==> src/hw/rtm_cfg.svh <==
// Offsets, codes, reset values and timing counts of the radio test mode control block.
`ifndef RTM_CFG_SVH
`define RTM_CFG_SVH
`define RTM_OFS_TEST_SEL       8'h7e
`define RTM_OFS_TEST_CH        8'h7f
`define RTM_CODE_SINGLE        8'h63
`define RTM_CODE_SWEEP         8'h73
`define RTM_CH_DIR_BIT         7
`define RTM_CH_NUM_MSB         6
`define RTM_SWEEP_LAST_CH      7'h50
`define RTM_PWR_0DBM           2'h3
`define RTM_REG_RST            8'h00
`define RTM_DWELL_US           1000
`define RTM_CLK_MHZ            25
`define RTM_DWELL_CYC          (`RTM_DWELL_US * `RTM_CLK_MHZ)
`endif

==> src/hw/rtm_pkg.sv <==
// Types shared by the radio test mode control block.
package rtm_pkg;
  typedef enum logic [1:0] {
    RTM_ST_NORMAL = 2'h0,
    RTM_ST_ENTER  = 2'h1,
    RTM_ST_TEST   = 2'h3
  } rtm_state_t;
  typedef logic [7:0] rtm_byte_t;
endpackage : rtm_pkg

==> src/hw/rtm_test_ctrl.sv <==
// Test mode entry, latching and channel control for the audio transceiver.
`timescale 1ns/1ps
`include "rtm_cfg.svh"
// Functional notes
// Write test registers, then force reconfig starts test.
// Test mode held until reset only.
// Test registers reachable via slave port when enabled.
// EEPROM bit six set removes receiver slave port.
// EEPROM data held low aborts load, slave enabled.
// Code 0x63 selects single-channel test.
// Code 0x73 sweeps 2400 to 2480 MHz.
// Channel register bit seven: one transmit, zero receive.
// Bits six to zero give channel offset.
// Test mode forces 0 dBm output power.
// Without EEPROM the receiver slave port stays enabled.
module rtm_test_ctrl #(
  parameter int DWELL_CYC = `RTM_DWELL_CYC
) (
  // Clock and reset
  input  wire logic             clk,
  input  wire logic             nrst,
  // Role strap and EEPROM loader
  input  wire logic             role_receiver,
  input  wire logic             eeprom_load_active,
  input  wire logic             eeprom_load_done,
  input  wire logic             eeprom_slave_disable,
  input  wire logic             eeprom_dout,
  // Register writes from the serial slave port
  input  wire logic             reg_wr,
  input  wire logic [7:0]       reg_addr,
  input  wire rtm_pkg::rtm_byte_t reg_wdata,
  input  wire logic             force_reconfig,
  // Power setting in normal operation
  input  wire logic [1:0]       transmit_power_setting,
  // Radio control outputs
  output logic                  slave_if_en,
  output logic                  restart_pulse,
  output logic                  test_active,
  output logic                  test_sweep,
  output logic                  test_tx,
  output logic [6:0]            rf_channel,
  output logic [1:0]            rf_power_sel
);
  import rtm_pkg::*;

  rtm_state_t  state_r;
  rtm_state_t  state_nxt;
  rtm_byte_t   test_mode_select_r;
  rtm_byte_t   test_channel_direction_r;
  logic        role_meta_r;
  logic        role_sync_r;
  logic        dout_meta_r;
  logic        dout_sync_r;
  logic        load_abort_r;
  logic        slave_disable_r;
  logic [31:0] dwell_r;
  logic        wr_ok;

  function automatic logic code_valid(input rtm_byte_t code);
    code_valid = (code == `RTM_CODE_SINGLE) || (code == `RTM_CODE_SWEEP);
  endfunction : code_valid

  // Both the strap and the EEPROM data line are pins, hence two stages each.
  always_ff @(posedge clk) begin
    if (!nrst) begin
      role_meta_r <= 1'b0;
      role_sync_r <= 1'b0;
      dout_meta_r <= 1'b1;
      dout_sync_r <= 1'b1;
    end else begin
      role_meta_r <= role_receiver;
      role_sync_r <= role_meta_r;
      dout_meta_r <= eeprom_dout;
      dout_sync_r <= dout_meta_r;
    end
  end

  // A low data line during the load aborts it, so the disable bit is never taken.
  always_ff @(posedge clk) begin
    if (!nrst) begin
      load_abort_r    <= 1'b0;
      slave_disable_r <= 1'b0;
    end else begin
      if (eeprom_load_active && !dout_sync_r) begin
        load_abort_r <= 1'b1;
      end
      if (eeprom_load_done && !load_abort_r && !(eeprom_load_active && !dout_sync_r)) begin
        slave_disable_r <= eeprom_slave_disable;
      end
    end
  end

  assign wr_ok = reg_wr && (!role_sync_r || !slave_disable_r);

  always_ff @(posedge clk) begin
    if (!nrst) begin
      slave_if_en <= 1'b1;
    end else begin
      slave_if_en <= !role_sync_r || !slave_disable_r;
    end
  end

  // Writes still land during test mode but never take effect: entry settings are frozen and reset clears both registers.
  always_ff @(posedge clk) begin
    if (!nrst) begin
      test_mode_select_r       <= `RTM_REG_RST;
      test_channel_direction_r <= `RTM_REG_RST;
    end else if (wr_ok) begin
      if (reg_addr == `RTM_OFS_TEST_SEL) begin
        test_mode_select_r <= reg_wdata;
      end
      if (reg_addr == `RTM_OFS_TEST_CH) begin
        test_channel_direction_r <= reg_wdata;
      end
    end
  end

  always_comb begin
    state_nxt = state_r;
    case (state_r)
      RTM_ST_NORMAL: begin
        if (force_reconfig && code_valid(test_mode_select_r)) begin
          state_nxt = RTM_ST_ENTER;
        end
      end
      RTM_ST_ENTER: state_nxt = RTM_ST_TEST;
      RTM_ST_TEST:  state_nxt = RTM_ST_TEST;
      default:      state_nxt = RTM_ST_NORMAL;
    endcase
  end

  always_ff @(posedge clk) begin
    if (!nrst) begin
      state_r <= RTM_ST_NORMAL;
    end else begin
      state_r <= state_nxt;
    end
  end

  // Settings are frozen at entry so later register writes cannot disturb the radio.
  always_ff @(posedge clk) begin
    if (!nrst) begin
      restart_pulse <= 1'b0;
      test_active   <= 1'b0;
      test_sweep    <= 1'b0;
      test_tx       <= 1'b0;
    end else begin
      restart_pulse <= (state_r == RTM_ST_NORMAL) && (state_nxt == RTM_ST_ENTER);
      if (state_r == RTM_ST_ENTER) begin
        test_active <= 1'b1;
        test_sweep  <= (test_mode_select_r == `RTM_CODE_SWEEP);
        test_tx     <= test_channel_direction_r[`RTM_CH_DIR_BIT];
      end
    end
  end

  // Sweep dwells a fixed time on each 1 MHz step and wraps after 2480 MHz.
  always_ff @(posedge clk) begin
    if (!nrst) begin
      rf_channel <= 7'h00;
      dwell_r    <= 32'h0;
    end else if (state_r == RTM_ST_ENTER) begin
      dwell_r <= 32'h0;
      if (test_mode_select_r == `RTM_CODE_SWEEP) begin
        rf_channel <= 7'h00;
      end else begin
        rf_channel <= test_channel_direction_r[`RTM_CH_NUM_MSB:0];
      end
    end else if (test_active && test_sweep) begin
      if (dwell_r == 32'(DWELL_CYC - 1)) begin
        dwell_r    <= 32'h0;
        rf_channel <= (rf_channel == `RTM_SWEEP_LAST_CH) ? 7'h00 : rf_channel + 7'h01;
      end else begin
        dwell_r <= dwell_r + 32'h1;
      end
    end
  end

  always_ff @(posedge clk) begin
    if (!nrst) begin
      rf_power_sel <= 2'h0;
    end else begin
      rf_power_sel <= (state_nxt != RTM_ST_NORMAL) ? `RTM_PWR_0DBM : transmit_power_setting;
    end
  end

  a_entry_restart: assert property (@(posedge clk) disable iff (!nrst)
    restart_pulse |=> test_active) else $error("test mode not entered after restart");
  a_test_sticky: assert property (@(posedge clk) disable iff (!nrst)
    test_active |=> test_active) else $error("test mode left without reset");
  a_no_bad_entry: assert property (@(posedge clk) disable iff (!nrst)
    $rose(restart_pulse) |-> $past(code_valid(test_mode_select_r))) else $error("entry without valid code");
  a_slave_gate: assert property (@(posedge clk) disable iff (!nrst)
    (role_sync_r && slave_disable_r) |=> !slave_if_en) else $error("slave port alive when disabled");
  a_abort_keeps: assert property (@(posedge clk) disable iff (!nrst)
    load_abort_r |-> !slave_disable_r) else $error("aborted load disabled slave port");
  a_single_chan: assert property (@(posedge clk) disable iff (!nrst)
    (state_r == RTM_ST_ENTER && test_mode_select_r == `RTM_CODE_SINGLE) |=>
    (rf_channel == $past(test_channel_direction_r[6:0]) && !test_sweep)) else $error("wrong single channel");
  a_dir_bit: assert property (@(posedge clk) disable iff (!nrst)
    state_r == RTM_ST_ENTER |=> test_tx == $past(test_channel_direction_r[7])) else $error("wrong direction");
  a_power_fixed: assert property (@(posedge clk) disable iff (!nrst)
    test_active |-> rf_power_sel == `RTM_PWR_0DBM) else $error("power not 0 dBm in test");
  a_sweep_range: assert property (@(posedge clk) disable iff (!nrst)
    test_sweep |-> rf_channel <= `RTM_SWEEP_LAST_CH) else $error("sweep channel out of range");
  a_sweep_code: assert property (@(posedge clk) disable iff (!nrst)
    state_r == RTM_ST_ENTER |=> test_sweep == ($past(test_mode_select_r) == `RTM_CODE_SWEEP))
    else $error("wrong test kind");

  // A second restart while in test would let new settings in without a reset, so both are excluded.
  a_restart_once: assert property (@(posedge clk) disable iff (!nrst)
    restart_pulse |=> !restart_pulse) else $error("restart pulse longer than one cycle");
  a_no_reentry: assert property (@(posedge clk) disable iff (!nrst)
    test_active |-> !restart_pulse) else $error("restart while already in test");
  a_write_blocked: assert property (@(posedge clk) disable iff (!nrst)
    (reg_wr && role_sync_r && slave_disable_r) |=> $stable(test_mode_select_r))
    else $error("test register written with slave port disabled");
  a_sweep_start: assert property (@(posedge clk) disable iff (!nrst)
    (state_r == RTM_ST_ENTER && test_mode_select_r == `RTM_CODE_SWEEP) |=> rf_channel == 7'h00)
    else $error("sweep did not start at lowest channel");
  a_sweep_wrap: assert property (@(posedge clk) disable iff (!nrst)
    (test_active && test_sweep && rf_channel == `RTM_SWEEP_LAST_CH && dwell_r == 32'(DWELL_CYC - 1))
    |=> rf_channel == 7'h00) else $error("sweep did not wrap after last channel");
  a_power_entry: assert property (@(posedge clk) disable iff (!nrst)
    restart_pulse |-> rf_power_sel == `RTM_PWR_0DBM) else $error("power not 0 dBm at restart");
endmodule : rtm_test_ctrl

==> config.mk <==
export PLATFORM = sky130hd
export DESIGN_NAME = rtm_test_ctrl
export DESIGN_NICKNAME = d
export VERILOG_FILES = /design/src/hw/rtm_pkg.sv /design/src/hw/rtm_test_ctrl.sv
export VERILOG_INCLUDE_DIRS = /design/src /design/src/hw
export SDC_FILE = /design/constraint.sdc
export NUM_CORES = 1
export LEC_CHECK = 0
export BUFFER_PORTS_ARGS = -buffer_cell sky130_fd_sc_hd__buf_2
export CAP_MARGIN = 20
export CORE_MARGIN = 3
export CORE_UTILIZATION = 35
export DETAILED_ROUTE_END_ITERATION = 10
export PLACE_DENSITY = 0.53
export SYNTH_ARGS = -nofsm -noshare
export SYNTH_HDL_FRONTEND = slang
export SYNTH_SLANG_ARGS = --single-unit
==> constraint.sdc <==
create_clock -name clk -period 1.6 [get_ports clk]
set_clock_uncertainty 0.1 [all_clocks]
set_input_delay 0 -clock clk [delete_from_list [all_inputs] [get_ports clk]]
set_output_delay 0 -clock clk [all_outputs]
set_load 0.05 [all_outputs]
## Word level (Yosys, flattened, before mapping)

Cells that the tools add are included.

| storage, ports and cells | value |
|---|---|
| flip-flop bits (word level) | 70 |
| input bits | 27 |
| output and inout bits | 14 |

| operators by class | value |
|---|---|
| eq/ne operators | 9 |
| multiplexer cells | 9 |
| add/sub/neg operators | 2 |
| reductions and logical operators | 23 |
| bitwise logic cells | 1 |

Operator list:

| operator | count |
|---|---|
| 7-bit two-way mux | 5 |
| 32-bit by 1-bit adder with 32-bit output, second input constant | 1 |
| 32-bit by 15-bit equality test with 1-bit output, second input constant | 1 |
| 8-bit by 7-bit equality test with 1-bit output, second input constant | 4 |
| 32-bit two-way mux | 1 |
| 7-bit by 1-bit adder with 7-bit output, second input constant | 1 |
| 7-bit equality test, second input constant | 1 |
| 1-bit logical AND | 7 |
| 2-bit AND reduction | 3 |
| 2-bit nonzero test | 3 |
| 1-bit zero test | 5 |
| 2-bit by 1-bit equality test with 1-bit output, second input constant | 2 |
| 2-bit two-way mux | 2 |
| 2-bit one-hot mux with 2 select lines | 1 |
| 2-bit OR reduction | 2 |
| 2-bit equality test, second input constant | 1 |
| 2-bit zero test | 1 |
| 1-bit logical OR | 2 |
| 1-bit NOT | 1 |

## Depth between registers and ports, before layout

Gate-level depths: netlist (run 1).

| logic depth | value |
|---|---|
| depth after elaboration | 7 |
| depth in mapped cells | 8 |
| mapped depth without buffers | 7 |

## Least setup slack after synthesis (run 1)

No wires, ideal clock.

| timing | value |
|---|---|
| path kind | flip-flop to flip-flop |
| start point | register test_sweep |
| end point | register dwell_r[8] |
| arrival | 1817 ps |
| required time | 1386 ps |
| library setup time | 114 ps |
| slack | -431 ps |
| stages on the path, launching flop included | 8 |
| cell sequence | dfxtp_1 and4_1 nand2_1 nor3_4 or3_1 buf_6 buf_8 nor2_1 |

| on the way | value |
|---|---|
| word-level cells in the longest chain between the ends | 1 |

RTL lines:

| element | RTL line | source |
|---|---|---|
| start: declaration | rtm_test_ctrl.sv:39 | `output logic test_sweep,` |
| start signal: assignment | rtm_test_ctrl.sv:151 | `` test_sweep <= (test_mode_select_r == `RTM_CODE_SWEEP); `` |
| 1-bit logical AND | rtm_test_ctrl.sv:169 | `end else if (test_active && test_sweep) begin` |
| end signal: assignment | rtm_test_ctrl.sv:174 | `dwell_r <= dwell_r + 32'h1;` |
| end: declaration | rtm_test_ctrl.sv:56 | `logic [31:0] dwell_r;` |

Every way passes these cells.
A chain may end at the register's enable or synchronous reset.

## Worst setup path in the final report (run 1)

| timing | value |
|---|---|
| start point | register dwell_r[20] |
| end point | register dwell_r[12] |

| on the way | value |
|---|---|
| word-level cells in the longest chain between the ends | 2 |

RTL lines:

| element | RTL line | source |
|---|---|---|
| 32-bit by 15-bit equality test with 1-bit output | rtm_test_ctrl.sv:170 | `if (dwell_r == 32'(DWELL_CYC - 1)) begin` |
| 32-bit two-way mux | rtm_test_ctrl.sv:170 |  |

Every way passes these cells.

==> flow_summary.json, run 1 <==
{
  "fin_crit_ns": 1.70,
  "outcome": "finished with violations",
  "max_cap_viol_count": 0,
  "area_growth_pct": 43.2,
  "antenna_cells": 0,
  "dp_slack_ns": -0.263,
  "std_cell_rows": 33,
  "leakage_nw": 1.91,
  "async_flop_share_pct": 0,
  "period_share_pct": 106,
  "synth_cells": 334,
  "grt_pass1_vias": 2700,
  "ys_seq_area_share_pct": 45.4,
  "power_density_nw_per_um2": 717,
  "ys.flop_type": "dfxtp_1",
  "fin_setup_tns_ns": -2.65,
  "yosysUniqueCellTypes": 45,
  "cp_max_fo": 23,
  "dp.cells": 531,
  "endpoint_kind": "flip-flop",
  "die_h_microns": 100,
  "antenna_left": 0,
  "swShare_pct": 24.6,
  "cp.arrival_ns": 1.84,
  "clkSinkCount": 70,
  "final_cells": 568,
  "cp.required_ns": 1.74,
  "intPower_mw": 2.39,
  "ys_warn_count": 0,
  "criticalPathCategory": "flip-flop to flip-flop",
  "gp_congestion": 0.870,
  "synth_nets": 364,
  "ioPinCount": 41,
  "overflow": 0,
  "worstHoldPathCells": 5,
  "seq_power_share_pct": 55.1,
  "whs_ns": 0.0719,
  "max_stage_delay_ns": 0.34,
  "regArea_sq_um": 1430,
  "nets": 488,
  "ff2ff_path_depth": 6,
  "rsz0062_at_grt": "yes",
  "grt_max_degree": 24,
  "drt_iter0_markers": 86,
  "portBuffers": 40,
  "routed_wl_mm": 7.29,
  "hold_path_class": "input port to flip-flop",
  "placed_cell_area_sq_um": 3860,
  "ys_ff_latch": 70,
  "cp_slowest_cell": "dfxtp_2",
  "wl_per_cell_microns": 12.8,
  "power_frac_comb_pct": 4.7,
  "violations": "setup timing",
  "cts_tree": "done",
  "die-area_sq_um": 9990,
  "final_util_pct": 52.8,
  "cts_root_buffer": "clkbuf_8",
  "cts_buffer_depth": 2,
  "viasPerCell": 4.81,
  "antenna_found_initial": 0,
  "first_pass_iters": 4,
  "ir_worst_vdd_mv": 0.404,
  "cts_buffers": 9,
  "grt_usage_pct": 16.0,
  "syn_area_sq_um": 3090,
  "finalHoldViolations": 0,
  "p_sw_mw": 0.780,
  "multi_input_area_sq_um": 1740,
  "worstSetupStartpointType": "flip-flop",
  "post-route-cell-area_sq_um": 4420,
  "vias": 2733,
  "start_util_pct": 36.9,
  "clkLatencyLatePin_ns": 0.35,
  "finalPower_mw": 3.17,
  "clkPwrFrac_pct": 40.2,
  "drive_above_1_share_pct": 37.4,
  "core_sq_um": 8380,
  "cts.reportedPaths.clkPinSlew_ns": 0.08,
  "cp_cell_sequence": "nor4_4 > nand4_1 > nor3_4 > or3_4 > buf_12 > nor2_1",
  "grt_pass1_wl_mm": 12.8,
  "clock.fmax_ghz": 0.588,
  "setup_viol": 39,
  "drc": 0,
  "hpwl_mm": 5.16,
  "final_max_slew_viol_count": 0,
  "syn-mean-instance-area_sq_um": 9.25,
  "yosysTopAreaCell": "dfxtp_1",
  "htreeDepth": 3,
  "synth_top_area_share_pct": 45.4,
  "die_x_microns": 100,
  "synth_edf_count": 0,
  "fillers": 778,
  "yosys-top-cells-area": "dfxtp_1 45%, xor2_1 8.8%, mux2i_1 6.5%",
  "relSlewSlack_pct": 76.4,
  "worst_slew_pin_slew_ns": 0.352,
  "layout_setup_ws_ns": -0.0997
}
==> kinds of logic after synthesis <==
kind of cell               after synthesis  synth area share, %
and+or+nand+nor                        166                 28.3
DFF                                     70                 45.4
xor gates and xnor gates                33                 9.36
AOI/OAI and AO/OA                       24                 5.63
muxes                                   20                 6.48
buffers and inverters                   18                 3.64
adders and majority gates                3                 1.22
==> routing by layer <==
metal	vias to the layer above	routed length [microns]	track usage, %
met4	0	65	5.25
met1	1260	3560	20.7
met5	-	0	0
li1	1415	-	-
met2	50	3370	25.3
met3	8	300	5.07
==> power by group through the flow <==
stage	clock (mW)	combinational (mW)	sequential [mW]
floorplan	0	0.0523	1.80
detailed placement	0	0.111	1.79
global route	1.42	0.162	1.75
finish	1.27	0.148	1.75
global placement	0	0.109	1.79
CTS	1.33	0.146	1.75
==> final cells by class <==
| cell class | count | area share, % |
|---|---|---|
| clock inverters | 6 | 1.07 |
| multi-input cells | 246 | 39.3 |
| repair buffers | 126 | 21.0 |
| well taps | 105 | 2.97 |
| inverters | 5 | 0.424 |
| clock buffers | 10 | 2.88 |
| flip-flops and latches | 70 | 32.4 |
==> final timing paths <==
path | from | to | slack [ns]
worst max register to register | dwell_r[20]$_SDFFE_PP0P_ | dwell_r[12]$_SDFFE_PP0P_ | -0.1
worst min-delay path | reg_addr[0] | test_channel_direction_r[3]$_SDFFE_PN0P_ | 0.07
worst max-delay path | dwell_r[20]$_SDFFE_PP0P_ | dwell_r[12]$_SDFFE_PP0P_ | -0.1
worst min register to register | dout_meta_r$_SDFF_PN1_ | dout_sync_r$_SDFF_PN1_ | 0.31
==> critical path: cells and delay by family (launching register included) <==
kind          cells  cell delay [ns]
buf+inv           1             0.17
simple gates      5             0.99
flops             1             0.34
==> timing repair <==
item | CTS | global route
buffers inserted | 2 | 1
pin swaps | 8 | 6
gates resized for setup | 27 | 13
hold buffers | 18 | 1
endpoints found under the hold margin | 26 | 1
gates cloned | 0 | 0
setup endpoints to repair | 39 | 46
==> cells in the final DEF, fill, tap and decap left out, types with 5 or more instances in the layout <==
cell / n
and3_1: 7
nor2_1: 51
nor4_4: 5
inv_1: 5
dfxtp_1: 53
buf_4: 63
dlygate4sd3_1: 18
mux2i_1: 20
nor2_2: 7
nand2b_1: 6
nand2_1: 25
nand4_1: 17
clkbuf_8: 9
buf_2: 40
nand3_1: 17
dfxtp_2: 13
xor2_1: 31
==> state kept, by name, indices dropped and copies added (netlist names), 2 cells and up <==
name / flops
rf_channel: 7
test_mode_select_r: 8
test_channel_direction_r: 8
dwell_r: 32
rf_power_sel: 2
state_r: 2
==> synthesized netlist by cell type (2+ instances only) <==
master,instances
a21oi_1,5
nor4_1,7
nand3_1,18
nor2_1,52
dfxtp_1,70
nand4b_1,3
o21ai_0,3
nand2b_1,6
xnor2_1,2
ha_1,3
and3_1,7
nor3_1,3
o2bb2ai_1,5
nand4_1,17
and2_1,3
nor2b_1,3
mux2i_1,20
buf_2,3
buf_6,4
clkbuf_1,4
nand2_1,27
a21o_1,2
and4_1,5
nor2_2,7
xor2_1,31
inv_1,5
No activity file was read; power rests on OpenSTA's default activity.
==> inputs of run 2 (changes only) <==
- CTS_CLUSTER_DIAMETER: unset -> 40
- PLACE_DENSITY: 0.53 -> 0.51
- TNS_END_PERCENT: unset -> 30
- clock period: 1.6 -> 2 ns (I/O delays scaled with it)
==> flow_summary.json, run 2 (synthesis gave the netlist of run 1 again) <==
{
  "cts.reportedPaths.clkPinSlew_ns": 0.08,
  "max_cap_viol_count": 0,
  "drive_above_1_share_pct": 22.1,
  "area_growth_pct": 28.6,
  "final_common_cell": "dfxtp_1",
  "ioPinCount": 41,
  "rrSetupSlack_ns": 0.10,
  "min_to": "test_mode_select_r[4]$_SDFFE_PN0P_",
  "regArea_sq_um": 1400,
  "die-area_sq_um": 9990,
  "cp.required_ns": 2.18,
  "cts_root_buffer": "clkbuf_8",
  "worstHoldPathCells": 5,
  "routed_wl_mm": 7.08,
  "rsz0062_at_grt": "no",
  "finalHoldViolations": 0,
  "antenna_found_initial": 0,
  "hpwl_mm": 4.99,
  "nets": 442,
  "grt_pass1_wl_mm": 12.0,
  "hold_path_class": "input port to flip-flop",
  "cts_buffer_depth": 2,
  "leakage_nw": 1.67,
  "drc": 0,
  "wl_met3_microns": 323,
  "cts_tree": "done",
  "worstSetupStartpointType": "flip-flop",
  "portBuffers": 40,
  "fin_crit_ns": 1.90,
  "clkSinkCount": 70,
  "top_layer": "met4",
  "grt_usage_pct": 15.1,
  "endpoint_kind": "flip-flop",
  "cts_setup_buffers": 0,
  "die_x_microns": 100,
  "cts_buffers": 9,
  "std_cell_rows": 33,
  "top_regs": "dwell_r: 32 flops, test_channel_direction_r: 8 flops, test_mode_select_r: 8 flops",
  "overflow": 0,
  "worst_slew_pin_slew_ns": 0.572,
  "drt_iter0_markers": 95,
  "fillers": 820,
  "most-common-layout-cells": "68 x dfxtp_1, 52 x nor2_1, 40 x buf_2, 31 x xor2_1, 27 x nand2_1",
  "wl_met2_mm": 3.13,
  "final_util_pct": 47.4,
  "outcome": "finished clean",
  "ir_worst_vdd_mv": 0.364,
  "final_max_slew_viol_count": 0,
  "core_sq_um": 8380,
  "fin_setup_tns_ns": 0,
  "hold_start": "reg_addr[0]",
  "cp_max_fo": 32,
  "vias": 2564,
  "criticalPathCategory": "flip-flop to flip-flop",
  "regMostFlops": "dwell_r",
  "cp.arrival_ns": 2.07,
  "relSlewSlack_pct": 61.5,
  "power_density_nw_per_um2": 766,
  "ff2ff_path_depth": 7,
  "grt_max_degree": 33,
  "start_util_pct": 36.9,
  "antenna_cells": 0,
  "setup_viol": 0,
  "viasPerCell": 4.91,
  "period_share_pct": 94.8,
  "antenna_left": 0,
  "grt_pass1_vias": 2513,
  "die_h_microns": 100,
  "met1_length_mm": 3.51,
  "first_pass_iters": 4,
  "clkLatencyLatePin_ns": 0.35,
  "clock.fmax_ghz": 0.528,
  "worstReg2RegEnd": "dwell_r[27]$_SDFFE_PP0P_",
  "multi_input_area_sq_um": 1590,
  "htreeDepth": 3,
  "largest_reg_flops": 32,
  "r2r_start": "dwell_r[0]$_SDFFE_PP0P_",
  "gp_congestion": 0.751,
  "wl_per_cell_microns": 13.6
}
[run 2: cell count changes in the layout (fill, tap and decap cells not counted), moves of 3 or more]
cell / change
nor4_1: +5
dfxtp_4: -4
clkinvlp_4: -3
bufinv_16: +4
dfxtp_1: +15
buf_4: -43
dfxtp_2: -11
buf_6: -3
nor4_4: -4
[run 2: where the power goes]
| group | internal (mW) | switching (mW) |
|---|---|---|
| registers | 1.40 | 0.00286 |
| clock network | 0.986 | 0.541 |
| logic | 0.0590 | 0.0535 |
| total | 2.45 | 0.597 |
[run 2: stage by stage]
step	instance area, sq um	cells	total power [mW]	hold slack, ns	setup slack, ns
floorplan	3090	334	1.49	0.00147	0.137
global placement	3500	487	1.52	0.0935	0.130
detailed placement	3500	487	1.52	0.0969	0.0966
CTS	3960	522	3.09	0.0606	0.0671
global route	3970	522	3.16	0.100	0.00210
finish	3970	522	3.04	0.0817	0.104
[run 2: layer usage]
layer	up-vias	global-route usage, %
met1	1182	20.4
met2	45	22.7
met3	11	4.24
met5	-	0
met4	0	6.62
li1	1326	-
[run 2: worst max path at each step]
| stage | startpoint | endpoint | slack [ns] | depth (start not counted) |
|---|---|---|---|---|
| 3_3_place_gp | dwell_r[0]$_SDFFE_PP0P_ | dwell_r[19]$_SDFFE_PP0P_ | 0.13 | 7 |
| 2_1_floorplan | rf_channel[0]$_SDFFE_PN0P_ | rf_channel[5]$_SDFFE_PN0P_ | 0.14 | 7 |
| 4_1_cts | dwell_r[0]$_SDFFE_PP0P_ | dwell_r[27]$_SDFFE_PP0P_ | 0.07 | 7 |
| 5_1_grt | dwell_r[0]$_SDFFE_PP0P_ | dwell_r[27]$_SDFFE_PP0P_ | 0.002 | 7 |
| 3_5_place_dp | dwell_r[0]$_SDFFE_PP0P_ | dwell_r[27]$_SDFFE_PP0P_ | 0.1 | 7 |
| 6_report | dwell_r[0]$_SDFFE_PP0P_ | dwell_r[27]$_SDFFE_PP0P_ | 0.10 | 7 |
[run 2: what timing repair did]
item / 4_1_cts / 5_1_grt
resized for setup: 0 / 2
endpoints found under the setup margin: 0 / 32
endpoints found under the hold margin: 31 / 0
hold buffers: 19 / 0
[run 2: critical path, cell delays in order, from the launching register on]
cell	delay [ns]
dfxtp_1	0.34
ha_1	0.24
and4_1	0.24
nand2_1	0.13
nor3_4	0.06
or3_1	0.39
buf_12	0.19
nor2_1	0.12
[run 2: final cells by class]
| class | instances | area share [%] |
|---|---|---|
| Clock buffer | 10 | 3.46 |
| Clock inverter | 6 | 3.34 |
| Inverter | 5 | 0.472 |
| Multi-Input combinational cell | 246 | 40.0 |
| Sequential cell | 70 | 35.3 |
| Tap cell | 105 | 3.31 |
| Timing Repair Buffer | 80 | 14.1 |
==> inputs of run 3 (changes only) <==
==> constraint.sdc (replaced) <==
create_clock -name clk -period 2 [get_ports clk]
set_clock_uncertainty 0.1 [all_clocks]
set_input_delay 0.6 -clock clk [delete_from_list [all_inputs] [get_ports clk]]
set_output_delay 0.6 -clock clk [all_outputs]
set_load 0.05 [all_outputs]
==> flow_summary.json, run 3 (synthesis gave the netlist of run 1 again) <==
{
  "outcome": "finished clean",
  "cts_root_buffer": "clkbuf_8",
  "layout_setup_ws_ns": 0.124,
  "power_density_nw_per_um2": 693,
  "cts_hold_buffers": 0,
  "finalHoldViolations": 0,
  "antenna_left": 0,
  "routed_wl_mm": 6.71,
  "antenna_cells": 0,
  "criticalPathCategory": "flip-flop to flip-flop",
  "setup_viol": 0,
  "drc": 0,
  "die_x_microns": 100,
  "hold_path_class": "flip-flop to flip-flop",
  "gp_congestion": 0.741,
  "whs_ns": 0.308,
  "grt_pass1_wl_mm": 11.7,
  "wl_per_cell_microns": 13.3,
  "grt_usage_pct": 14.7,
  "largest_reg_flops": 32,
  "cp_cell_sequence": "ha_1 > and4_1 > nand2_1 > nor3_4 > or3_1 > buf_12 > a21oi_1",
  "final_max_slew_viol_count": 0,
  "drive_above_1_share_pct": 22.7,
  "cts.reportedPaths.clkPinSlew_ns": 0.07,
  "endpoint_kind": "flip-flop",
  "cp_slowest_cell": "or3_1",
  "regMostFlops": "dwell_r",
  "cts_buffers": 9,
  "die-area_sq_um": 9990,
  "rsz0062_at_grt": "no",
  "max_stage_delay_ns": 0.39,
  "p_sw_mw": 0.560,
  "clkSinkCount": 70,
  "seq_power_share_pct": 54.7,
  "clkLatencyLatePin_ns": 0.34,
  "cts_tree": "done",
  "antenna_found_initial": 0,
  "fillers": 856,
  "overflow": 0,
  "nets": 426,
  "most-common-layout-cells": "68 x dfxtp_1, 52 x nor2_1, 40 x buf_2, 31 x xor2_1, 27 x nand2_1",
  "final_cells": 506,
  "leakage_nw": 1.58,
  "ioPinCount": 41,
  "core_sq_um": 8380,
  "grt_max_degree": 33,
  "portBuffers": 40,
  "clkPwrFrac_pct": 41.9,
  "top_regs": "dwell_r: 32 flops, test_channel_direction_r: 8 flops, test_mode_select_r: 8 flops",
  "hpwl_mm": 4.85,
  "vias": 2479,
  "fin_setup_tns_ns": 0,
  "dp_slack_ns": 0.0206,
  "relSlewSlack_pct": 57.3,
  "worst_slew_pin_slew_ns": 0.634,
  "clock.fmax_ghz": 0.533,
  "max_cap_viol_count": 0,
  "swShare_pct": 21.8,
  "ir_worst_vdd_mv": 0.320,
  "power_frac_comb_pct": 3.3,
  "dp.cells": 489,
  "cp.required_ns": 2.18,
  "die_h_microns": 100,
  "final_common_cell": "dfxtp_1",
  "cts_buffer_depth": 2,
  "start_util_pct": 36.9,
  "intPower_mw": 2.01,
  "htreeDepth": 3,
  "first_pass_iters": 4,
  "rrSetupSlack_ns": 0.12,
  "drt_iter0_markers": 102,
  "std_cell_rows": 33,
  "cp.arrival_ns": 2.05,
  "finalPower_mw": 2.57,
  "viasPerCell": 4.90,
  "cp_max_fo": 32,
  "period_share_pct": 93.8,
  "fin_crit_ns": 1.88,
  "area_growth_pct": 19.9,
  "cts-resized-gates": 0,
  "worstSetupStartpointType": "flip-flop",
  "grt_pass1_vias": 2461
}
run 3: power by group through the flow:
stage | Clock, mW | Sequential, mW | Combinational (mW)
2_1_floorplan | 0 | 1.44 | 0.0413
3_3_place_gp | 0 | 1.44 | 0.0866
3_5_place_dp | 0 | 1.44 | 0.0876
4_1_cts | 1.12 | 1.40 | 0.0877
5_1_grt | 1.18 | 1.40 | 0.0953
6_report | 1.08 | 1.40 | 0.0852
run 3: metal layers:
layer  GRT usage (%)  vias up  share of wire, %
li1                -     1288                 -
met1            20.3     1136                51
met3            4.03       10               4.0
met4            6.30        0               2.0
met5               0        -                 0
met2            21.6       45                43
run 3: final timing paths:
check / cells past startpoint / from / endpoint
setup reg to reg: 7 / dwell_r[0]$_SDFFE_PP0P_ / dwell_r[1]$_SDFFE_PP0P_
hold / removal: 1 / dout_meta_r$_SDFF_PN1_ / dout_sync_r$_SDFF_PN1_
setup / recovery: 7 / dwell_r[0]$_SDFFE_PP0P_ / dwell_r[1]$_SDFFE_PP0P_
hold reg to reg: 1 / dout_meta_r$_SDFF_PN1_ / dout_sync_r$_SDFF_PN1_
run 3: what timing repair did:
| action | CTS | global route |
|---|---|---|
| buffers inserted | 0 | 1 |
| hold endpoints to repair | 0 | 0 |
| endpoints found under the setup margin | 0 | 1 |
run 3: stage by stage:
stage	util, %	cell area (sq um)
5_1_grt	44.2	3700
6_report	44.2	3700
2_1_floorplan	-	3090
3_3_place_gp	41.9	3510
4_1_cts	44.1	3700
3_5_place_dp	41.9	3510
run 3: layout make-up:
cell class	instances	area (sq um)	share of cell area [%]
multi-input combinational	246	1580	42.5
tap	105	131	3.55
clock inverter	5	50.0	1.35
inverter	5	18.8	0.507
timing repair buffer	64	393	10.6
clock buffer	11	131	3.55
sequential	70	1400	37.9
run 3: worst max-delay path: cells and delay by family, from the launching register on:
family / cells / cell delay (ns)
DFF: 1 / 0.34
buffers and inverters: 1 / 0.19
AOI/OAI and AO/OA: 1 / 0.11
and+or+nand+nor: 4 / 0.83
adders and majority gates: 1 / 0.23
